<file path="config.mk">
export PLATFORM = sky130hd
export DESIGN_NAME = cpu_regs
export DESIGN_NICKNAME = d
export VERILOG_FILES = /design/src/cpu_regs_pkg.sv /design/src/gpr_file.sv /design/src/cpu_regs.sv
export VERILOG_INCLUDE_DIRS = /design/src
export SDC_FILE = /design/constraint.sdc
export NUM_CORES = 2
export LEC_CHECK = 0
export ABC_CLOCK_PERIOD_IN_PS = 4910
export BUFFER_PORTS_ARGS = -buffer_cell sky130_fd_sc_hd__buf_2
export CAP_MARGIN = 20
export CORE_MARGIN = 2
export CORE_UTILIZATION = 55
export CTS_CLUSTER_SIZE = 24
export DETAILED_ROUTE_END_ITERATION = 16
export PLACE_DENSITY = 0.77
export SYNTH_ARGS = -nofsm -noshare
export SYNTH_HDL_FRONTEND = slang
export SYNTH_SLANG_ARGS = --single-unit
export TNS_END_PERCENT = 100
</file>
<file path="constraint.sdc">
create_clock -name ref_clk -period 4.91 [get_ports ref_clk]
set_input_delay 0.491 -clock ref_clk [delete_from_list [all_inputs] [get_ports ref_clk]]
set_output_delay 0.491 -clock ref_clk [all_outputs]
set_load 0.01 [all_outputs]
</file>
<file path="src/cpu_regs_defs.svh">
`ifndef CPU_REGS_DEFS_SVH
`define CPU_REGS_DEFS_SVH

// ----------------------------------------
// system register numbers
// ----------------------------------------
`define SR_MASK_PC 5'h00
`define SR_MASK_PSW 5'h01
`define SR_NMI_PC 5'h02
`define SR_NMI_PSW 5'h03
`define SR_EXC_CODE 5'h04
`define SR_PSW 5'h05
`define SR_TBL_PC 5'h10
`define SR_TBL_PSW 5'h11
`define SR_DBG_PC 5'h12
`define SR_DBG_PSW 5'h13
`define SR_TBL_BASE 5'h14

// ----------------------------------------
// field layout and reset values
// ----------------------------------------
`define PC_MASK 32'h03FFFFFE
`define PSW_MASK 32'h000000FF
`define PSW_NMI_BIT 7
`define PSW_EXC_BIT 6
`define PSW_IDIS_BIT 5
`define PSW_RESET 32'h00000020
`define PC_RESET 32'h00000000
`define ZERO_WORD 32'h00000000

`endif

</file>
<file path="src/cpu_regs_pkg.sv">
package cpu_regs_pkg;

  // ----------------------------------------
  // event carriers
  // ----------------------------------------
  typedef struct packed {
    logic [4:0] addr;
    logic [31:0] data;
    logic en;
  } gpr_wr_t;

  typedef struct packed {
    logic [4:0] num;
    logic [31:0] data;
    logic ld;
  } sr_wr_t;

  typedef enum logic [2:0] {
    EV_NONE,
    EV_MASKABLE,
    EV_NMI,
    EV_TABLE_CALL,
    EV_DEBUG_TRAP,
    EV_INT_RETURN,
    EV_DEBUG_RETURN
  } cpu_event_t;

  typedef enum {
    DBG_IDLE,
    DBG_OPEN
  } dbg_state_t;

endpackage : cpu_regs_pkg

</file>
<file path="src/gpr_file.sv">
`timescale 1ns/100ps
`default_nettype none
`include "cpu_regs_defs.svh"

module gpr_file #(
  parameter int NREGS = 32,
  parameter int WIDTH = 32
) (
  // clock and reset
  input wire logic ref_clk,
  input wire logic rst_b,
  // write port
  input wire cpu_regs_pkg::gpr_wr_t wr,
  // read ports
  input wire logic [4:0] rd_a_addr,
  input wire logic [4:0] rd_b_addr,
  output logic [WIDTH-1:0] rd_a_data,
  output logic [WIDTH-1:0] rd_b_data
);
  import cpu_regs_pkg::*;

  logic [WIDTH-1:0] mem_ff [NREGS];

  // entry zero never stores, so it stays at its reset zero
  always_ff @(posedge ref_clk or negedge rst_b) begin
    if (!rst_b) begin
      for (int i = 0; i < NREGS; i++) begin
        mem_ff[i] <= '0;
      end
    end else if (wr.en && wr.addr != 5'h00) begin // see RQ23
      mem_ff[wr.addr] <= wr.data;
    end
  end

  // write-through forwarding, still zero for entry zero
  function automatic logic [WIDTH-1:0] rd_fwd(input logic [4:0] a,
                                              input gpr_wr_t w,
                                              input logic [WIDTH-1:0] stored);
    if (a == 5'h00) begin
      rd_fwd = '0; // see RQ3
    end else if (w.en && w.addr == a) begin
      rd_fwd = w.data; // see RQ23
    end else begin
      rd_fwd = stored;
    end
  endfunction : rd_fwd

  always_comb begin
    rd_a_data = rd_fwd(rd_a_addr, wr, mem_ff[rd_a_addr]); // see RQ1
    rd_b_data = rd_fwd(rd_b_addr, wr, mem_ff[rd_b_addr]);
  end

endmodule : gpr_file

`default_nettype wire

</file>
<file path="src/cpu_regs.sv">
`timescale 1ns/100ps
`default_nettype none
`include "cpu_regs_defs.svh"

// How it works
// RQ1: thirty-two 32-bit general registers
// RQ2: all registers 32 bits, reserved bits zero
// RQ3: register zero always reads zero
// RQ4: program counter keeps low 26 bits
// RQ5: program counter bit 0 fixed zero
// RQ6: system registers selected by register number
// RQ7: reserved numbers: loads ignored, reads zero
// RQ8: exception code not writable by load
// RQ9: debug saves only inside debug window
// RQ10: return forces pc bit 0 zero
// RQ11: maskable event saves pc and status
// RQ12: saved pc is next-instruction address
// RQ13: single maskable save pair, overwritten
// RQ14: nmi saves into nmi save pair
// RQ15: save registers mask reserved bits
// RQ16: return restores from maskable saves
// RQ17: return restores from nmi saves
// RQ18: any event records its exception code; here only maskable, nmi and debug trap events record one
// RQ19: status word flag layout, bits 7..0
// RQ20: status load visible next, holds acks
// RQ21: table call saves next pc, status
// RQ22: return source chosen by nmi flag
// RQ23: writes to register zero discarded

module cpu_regs #(
  parameter int PC_WIDTH = 26
) (
  // clock and reset
  input wire logic ref_clk,
  input wire logic rst_b,
  // general register ports
  input wire cpu_regs_pkg::gpr_wr_t gpr_wr,
  input wire logic [4:0] gpr_rd_a_addr,
  input wire logic [4:0] gpr_rd_b_addr,
  output logic [31:0] gpr_rd_a_data,
  output logic [31:0] gpr_rd_b_data,
  // program counter update
  input wire logic pc_load,
  input wire logic [31:0] pc_next,
  input wire logic [31:0] next_instr_addr,
  // events from execution and interrupt acknowledge
  input wire cpu_regs_pkg::cpu_event_t event_kind,
  input wire logic [31:0] event_code,
  input wire logic [31:0] event_new_pc,
  input wire logic [7:0] event_new_psw,
  input wire logic [7:0] flags_upd,
  input wire logic flags_upd_en,
  // system register load and store
  input wire cpu_regs_pkg::sr_wr_t sr_wr,
  input wire logic [4:0] sr_rd_num,
  output logic [31:0] sr_rd_data,
  // status outputs
  output logic [31:0] pc,
  output logic [31:0] processor_status_word,
  output logic ack_hold,
  output logic debug_window
);
  import cpu_regs_pkg::*;

  // ----------------------------------------
  // general registers
  // ----------------------------------------
  logic [31:0] ga_w;
  logic [31:0] gb_w;
  logic [31:0] ga_ff;
  logic [31:0] gb_ff;

  gpr_file #(.NREGS(32), .WIDTH(32)) u_gpr (
    .ref_clk(ref_clk),
    .rst_b(rst_b),
    .wr(gpr_wr),
    .rd_a_addr(gpr_rd_a_addr),
    .rd_b_addr(gpr_rd_b_addr),
    .rd_a_data(ga_w),
    .rd_b_data(gb_w)
  );

  // registered read, one cycle latency
  always_ff @(posedge ref_clk or negedge rst_b) begin
    if (!rst_b) begin
      ga_ff <= `ZERO_WORD;
      gb_ff <= `ZERO_WORD;
    end else begin
      ga_ff <= ga_w;
      gb_ff <= gb_w;
    end
  end
  assign gpr_rd_a_data = ga_ff;
  assign gpr_rd_b_data = gb_ff;

  // ----------------------------------------
  // helpers
  // ----------------------------------------
  // low PC_WIDTH bits kept, upper bits dropped as a carry out would be
  localparam logic [31:0] PCK = (32'h00000001 << PC_WIDTH) - 32'h00000001;
  localparam logic [31:0] PCM = `PC_MASK & PCK;

  function automatic logic [31:0] pc_fix(input logic [31:0] v);
    pc_fix = v & PCM; // see RQ4 // see RQ5 // see RQ10
  endfunction : pc_fix

  function automatic logic [31:0] psw_fix(input logic [31:0] v);
    psw_fix = v & `PSW_MASK; // see RQ15 // see RQ19
  endfunction : psw_fix

  // ----------------------------------------
  // state
  // ----------------------------------------
  logic [31:0] pc_ff;
  logic [31:0] psw_ff;
  logic [31:0] mpc_ff;
  logic [31:0] mpsw_ff;
  logic [31:0] npc_ff;
  logic [31:0] npsw_ff;
  logic [31:0] ecode_ff;
  logic [31:0] tpc_ff;
  logic [31:0] tpsw_ff;
  logic [31:0] dpc_ff;
  logic [31:0] dpsw_ff;
  logic [31:0] tbase_ff;
  logic [31:0] rd_ff;
  logic hold_ff;
  dbg_state_t dbg_ff;
  dbg_state_t nxt_dbg;

  logic ld_ok;
  logic dbg_ok;
  assign dbg_ok = (dbg_ff == DBG_OPEN);
  assign ld_ok = sr_wr.ld;

  // ----------------------------------------
  // debug access window
  // ----------------------------------------
  always_comb begin
    nxt_dbg = dbg_ff;
    case (dbg_ff)
      DBG_IDLE: begin
        if (event_kind == EV_DEBUG_TRAP) nxt_dbg = DBG_OPEN; // see RQ9
      end
      DBG_OPEN: begin
        if (event_kind == EV_DEBUG_RETURN) nxt_dbg = DBG_IDLE; // see RQ9
      end
      default: nxt_dbg = DBG_IDLE;
    endcase
  end

  always_ff @(posedge ref_clk or negedge rst_b) begin
    if (!rst_b) dbg_ff <= DBG_IDLE;
    else dbg_ff <= nxt_dbg;
  end

  // ----------------------------------------
  // program counter and status word
  // ----------------------------------------
  // events outrank a status load in the same cycle
  always_ff @(posedge ref_clk or negedge rst_b) begin
    if (!rst_b) begin
      pc_ff <= `PC_RESET;
      psw_ff <= `PSW_RESET;
    end else begin
      case (event_kind)
        EV_MASKABLE, EV_NMI, EV_TABLE_CALL, EV_DEBUG_TRAP: begin
          pc_ff <= pc_fix(event_new_pc);
          psw_ff <= psw_fix({24'h000000, event_new_psw});
        end
        EV_INT_RETURN: begin
          if (psw_ff[`PSW_NMI_BIT]) begin // see RQ22
            pc_ff <= pc_fix(npc_ff); // see RQ17
            psw_ff <= npsw_ff;
          end else begin
            pc_ff <= pc_fix(mpc_ff); // see RQ16
            psw_ff <= mpsw_ff;
          end
        end
        EV_DEBUG_RETURN: begin
          pc_ff <= pc_fix(dpc_ff);
          psw_ff <= dpsw_ff;
        end
        default: begin
          if (pc_load) pc_ff <= pc_fix(pc_next);
          if (ld_ok && sr_wr.num == `SR_PSW) begin
            psw_ff <= psw_fix(sr_wr.data); // see RQ20
          end else if (flags_upd_en) begin
            psw_ff <= psw_fix({24'h000000, flags_upd});
          end
        end
      endcase
    end
  end

  // hold acknowledgment for the cycle a status load lands
  always_ff @(posedge ref_clk or negedge rst_b) begin
    if (!rst_b) hold_ff <= 1'b0;
    else hold_ff <= ld_ok && sr_wr.num == `SR_PSW; // see RQ20
  end

  // ----------------------------------------
  // save registers
  // ----------------------------------------
  // only one maskable pair: nesting overwrites it
  always_ff @(posedge ref_clk or negedge rst_b) begin
    if (!rst_b) begin
      mpc_ff <= `ZERO_WORD;
      mpsw_ff <= `ZERO_WORD;
    end else if (event_kind == EV_MASKABLE) begin // see RQ11 // see RQ13
      mpc_ff <= pc_fix(next_instr_addr); // see RQ12
      mpsw_ff <= psw_ff;
    end else if (ld_ok && sr_wr.num == `SR_MASK_PC) begin // see RQ6
      mpc_ff <= sr_wr.data & PCK; // see RQ15
    end else if (ld_ok && sr_wr.num == `SR_MASK_PSW) begin
      mpsw_ff <= psw_fix(sr_wr.data);
    end
  end

  always_ff @(posedge ref_clk or negedge rst_b) begin
    if (!rst_b) begin
      npc_ff <= `ZERO_WORD;
      npsw_ff <= `ZERO_WORD;
    end else if (event_kind == EV_NMI) begin // see RQ14
      npc_ff <= pc_fix(next_instr_addr);
      npsw_ff <= psw_ff;
    end else if (ld_ok && sr_wr.num == `SR_NMI_PC) begin
      npc_ff <= sr_wr.data & PCK; // see RQ15
    end else if (ld_ok && sr_wr.num == `SR_NMI_PSW) begin
      npsw_ff <= psw_fix(sr_wr.data);
    end
  end

  always_ff @(posedge ref_clk or negedge rst_b) begin
    if (!rst_b) begin
      tpc_ff <= `ZERO_WORD;
      tpsw_ff <= `ZERO_WORD;
    end else if (event_kind == EV_TABLE_CALL) begin // see RQ21
      tpc_ff <= pc_fix(next_instr_addr);
      tpsw_ff <= psw_ff;
    end else if (ld_ok && sr_wr.num == `SR_TBL_PC) begin
      tpc_ff <= sr_wr.data & PCK;
    end else if (ld_ok && sr_wr.num == `SR_TBL_PSW) begin
      tpsw_ff <= psw_fix(sr_wr.data);
    end
  end

  always_ff @(posedge ref_clk or negedge rst_b) begin
    if (!rst_b) begin
      dpc_ff <= `ZERO_WORD;
      dpsw_ff <= `ZERO_WORD;
    end else if (event_kind == EV_DEBUG_TRAP) begin
      dpc_ff <= pc_fix(next_instr_addr);
      dpsw_ff <= psw_ff;
    end else if (ld_ok && dbg_ok && sr_wr.num == `SR_DBG_PC) begin // see RQ9
      dpc_ff <= sr_wr.data & PCK;
    end else if (ld_ok && dbg_ok && sr_wr.num == `SR_DBG_PSW) begin
      dpsw_ff <= psw_fix(sr_wr.data);
    end
  end

  always_ff @(posedge ref_clk or negedge rst_b) begin
    if (!rst_b) tbase_ff <= `ZERO_WORD;
    else if (ld_ok && sr_wr.num == `SR_TBL_BASE) tbase_ff <= sr_wr.data;
  end

  // load to the code number falls through: no write path
  always_ff @(posedge ref_clk or negedge rst_b) begin
    if (!rst_b) begin
      ecode_ff <= `ZERO_WORD;
    end else if (event_kind == EV_MASKABLE || event_kind == EV_NMI ||
                 event_kind == EV_DEBUG_TRAP) begin // see RQ18 // see RQ8
      ecode_ff <= event_code;
    end
  end

  // ----------------------------------------
  // store path
  // ----------------------------------------
  always_ff @(posedge ref_clk or negedge rst_b) begin
    if (!rst_b) begin
      rd_ff <= `ZERO_WORD;
    end else begin
      case (sr_rd_num)
        `SR_MASK_PC: rd_ff <= mpc_ff;
        `SR_MASK_PSW: rd_ff <= mpsw_ff;
        `SR_NMI_PC: rd_ff <= npc_ff;
        `SR_NMI_PSW: rd_ff <= npsw_ff;
        `SR_EXC_CODE: rd_ff <= ecode_ff;
        `SR_PSW: rd_ff <= psw_ff;
        `SR_TBL_PC: rd_ff <= tpc_ff;
        `SR_TBL_PSW: rd_ff <= tpsw_ff;
        `SR_DBG_PC: rd_ff <= dbg_ok ? dpc_ff : `ZERO_WORD; // see RQ9
        `SR_DBG_PSW: rd_ff <= dbg_ok ? dpsw_ff : `ZERO_WORD;
        `SR_TBL_BASE: rd_ff <= tbase_ff;
        default: rd_ff <= `ZERO_WORD; // see RQ7 // see RQ2
      endcase
    end
  end

  // ----------------------------------------
  // outputs
  // ----------------------------------------
  logic dbgw_ff;
  always_ff @(posedge ref_clk or negedge rst_b) begin
    if (!rst_b) dbgw_ff <= 1'b0;
    else dbgw_ff <= (nxt_dbg == DBG_OPEN);
  end

  assign sr_rd_data = rd_ff;
  assign pc = pc_ff;
  assign processor_status_word = psw_ff;
  assign ack_hold = hold_ff;
  assign debug_window = dbgw_ff;

endmodule : cpu_regs

`default_nettype wire

</file>
==> impl_metrics.ini <==
[sta]
report.final.hold_viol_count = 0
grt_setup_unrepaired = no
min_period_over_period_pct = 67.9
finalClockSkew_ns = 0.0554
setup_violations = 0
slew-limit-headroom_pct = 15.4
timing.final.ws_setup_ns = 1.57
tns_ns = 0
max_clk_rate_mhz = 300
timing.final.crit_period_ns = 3.34
timing.final.max_slew_violations = 0
worst_pin_slew_ns = 1.27
fin_hold_ws_ns = 0.0334

[placed_design]
place_ws_ns = 1.66
dpl.hpwl_um = 149000
place.port_buffers = 375
placed_cells = 7537
gpl.final_weighted_congestion = 0.878

[clock_tree]
max-clock-path-buffers = 3
cts_htree_levels = 4
cts_sinks = 1507
tritoncts = yes
clkLatencyLatePin_ns = 0.82
cts-buffers-inserted = 159
path_clk_slew_ns = 0.06
clockRootBuffer = clkbuf_16
post_cts_resized = 0

[grt]
grt_use_total_pct = 35.6
grt_start_max_net_pins = 151
grt_overflow_total = 0
grt_pass1_vias = 57600
grt_pass1_wl_um = 374000
antenna_found_initial = 29

[yosys]
yosys_register_bits = 1507
synth-edff-count = 0
syn_area_um2 = 76500
synth-warning-count = 0
dominantRegCellSynth = dfrtp_1
netlist.area_leader.share_pct = 49.2
post_synth.cell_area_avg_um2 = 13.3
syn-instance-count = 5758
synth.distinct_cells = 71
synth_seq_area_share_pct = 49.3
async_flop_share_pct = 100
synth_top_cell_by_area = dfrtp_1
yosys-top-cells-area = dfrtp_1, mux2_2, mux4_2

[floorplan]
design.portCount = 404
initial_core_utilization_pct = 55.5
die_width_um = 377
overall_die_height_um = 377
design.core.area_um2 = 138000
number_of_standard_cell_rows_in_the_floorplan = 136
die-area_um2 = 142000

[final_layout]
multi_input_area_um2 = 36500
flip_flop_count_of_the_largest_register_after_layout = 1024
regMostFlops = u_gpr.mem_ff
finalNetCount = 6256
synthToLayoutAreaGrowth_pct = 13.2
drive_gt1_share_pct = 39.7
seq_cell_area_um2 = 37700
final_cells = 7956
filler_cell_count = 10100

[detailed_routing]
wire_length_per_cell_um = 31.9
wl_um = 253000
drcViolationCount = 0
met1Wirelength_um = 91000
via_count = 55900
post_drt_via_cell_ratio = 7.02
detailedRoute.firstIterationViolations = 7009
number_of_nets_with_antenna_violations_after_routing = 0
wl_met3_um = 30300
route.top_layer_used = met5
met2WireLength_um = 114000
firstDrtPassIters = 9

[flow_run]
max_cap_viol_count = 0

[power_and_ir_drop]
netSwitchingPower_mw = 9.65
seq_power_share_pct = 46.3
switching_share_pct = 27.7
power.static_leakage_nw = 38.5
vdd_drop_max_mv = 0.311
clock_power_share_pct = 35.9
total_power_mw = 34.8
pwr_density_cell_nw_per_um2 = 402
p_comb_share_pct = 17.8
power_report.internal_total_mw = 25.2

[hold_path]
worstHoldPathType = in -> reg

[critical_path]
r2r_setup_slack_ns = 1.57
critical_path.endpoint_type = flip-flop
critical_path_peak_fanout = 22
critical_path_required_ns = 5.61
arrival_time_at_the_worst_endpoint_ns = 4.04
crit_path_start_kind = flip-flop
path_class = reg -> reg

[status]
status = finished clean
==> power groups by stage <==
stage / combinational [mW] / sequential, mW / clock (mW)
2_1_floorplan: 4.41 / 15.7 / 0
6_report: 6.22 / 16.1 / 12.5
3_5_place_dp: 6.05 / 16.2 / 0
5_1_grt: 6.63 / 16.3 / 13.1
3_3_place_gp: 5.84 / 16.0 / 0
4_1_cts: 6.17 / 16.0 / 12.6
==> layout by cell type, fill, tap and decap left out, types with 16 or more instances in the layout <==
master,count
dfrtp_1,1505
mux2_2,1129
nand2_1,444
mux4_2,439
mux2i_1,376
buf_2,368
o21ai_0,301
a22oi_1,178
clkbuf_16,161
buf_4,138
dlygate4sd3_1,109
a21oi_1,75
nor2_1,74
o22ai_1,56
nand4_1,43
clkbuf_8,42
a221oi_1,41
conb_1,38
a221o_1,37
clkbuf_1,37
nor2b_1,33
a222oi_1,33
and3_1,32
a211oi_1,28
buf_12,27
o21ai_1,25
nor4_1,24
diode_2,22
nor2_4,22
clkinv_2,22
a22o_1,21
nor3_1,20
a211o_1,20
nand2_2,19
inv_1,18
nand3_1,16
==> cell type report <==
class	count	share of cell area, %
Antenna cell	22	0.0636
Clock buffer	239	5.46
Clock inverter	48	0.779
Inverter	18	0.0780
Multi-Input combinational cell	3679	42.1
Sequential cell	1507	43.6
Tap cell	1794	2.59
Timing Repair Buffer	649	5.34
==> path summary, 6_finish.rpt <==
check,startpoint,cells after the start,end
setup / recovery,dbg_ff[18],6,sr_rd_data[16]
hold / removal,event_code[17],2,ecode_ff[17]
setup reg to reg,dbg_ff[18],6,sr_rd_data[16]
hold reg to reg,u_gpr.mem_ff[998],0,u_gpr.mem_ff[998]
max in group asynchronous,rst_b,3,sr_rd_data[26]
min in group asynchronous,rst_b,2,pc[9]
==> layer usage <==
metal  track usage [%]  vias to the layer above
li1                  -                    22200
met1              44.9                    28700
met2              53.5                     3873
met3              10.7                     1056
met4              23.3                       14
met5             0.823                        -
==> synthesized netlist by cell type, drive strengths merged (24+ instances only) <==
| cell | number |
|---|---|
| o22ai | 56 |
| nor2 | 99 |
| clkbuf | 349 |
| o21ai | 327 |
| a221o | 37 |
| a222oi | 33 |
| nor3 | 24 |
| a22oi | 178 |
| mux4 | 439 |
| buf | 242 |
| mux2i | 376 |
| nand4 | 44 |
| nand2 | 463 |
| a21oi | 75 |
| nor2b | 36 |
| dfrtp | 1506 |
| nor4 | 27 |
| a221oi | 41 |
| mux2 | 1129 |
| a211oi | 28 |
| and3 | 33 |
==> worst max-delay path, stage by stage (launching register included) <==
cell,delay (ns)
dfrtp_1,0.36
nor4_1,0.33
nand4_1,0.58
nor4_4,1.12
buf_4,0.53
nand2_1,0.11
nand4_1,0.19
==> per-stage QoR <==
stage,util [%],cell area (um^2)
floorplan,-,76700
global placement,58.0,80000
detailed placement,58.1,80000
CTS,62.8,86500
global route,62.8,86600
finish,62.8,86600
==> repair_timing <==
item	4_1_cts	5_1_grt
endpoints found under the hold margin	280	0
hold buffers	109	0
setup buffers	0	0
==> logic make-up after synthesis <==
family | Yosys count | synth area share [%]
mux | 1944 | 34.5
flops | 1507 | 49.3
compound gates | 882 | 7.69
simple gates | 804 | 4.84
buf+inv | 609 | 3.60
xor+xnor | 11 | 0.126
other cells | 1 | 0.00490
(Power assumes the default switching activity.)
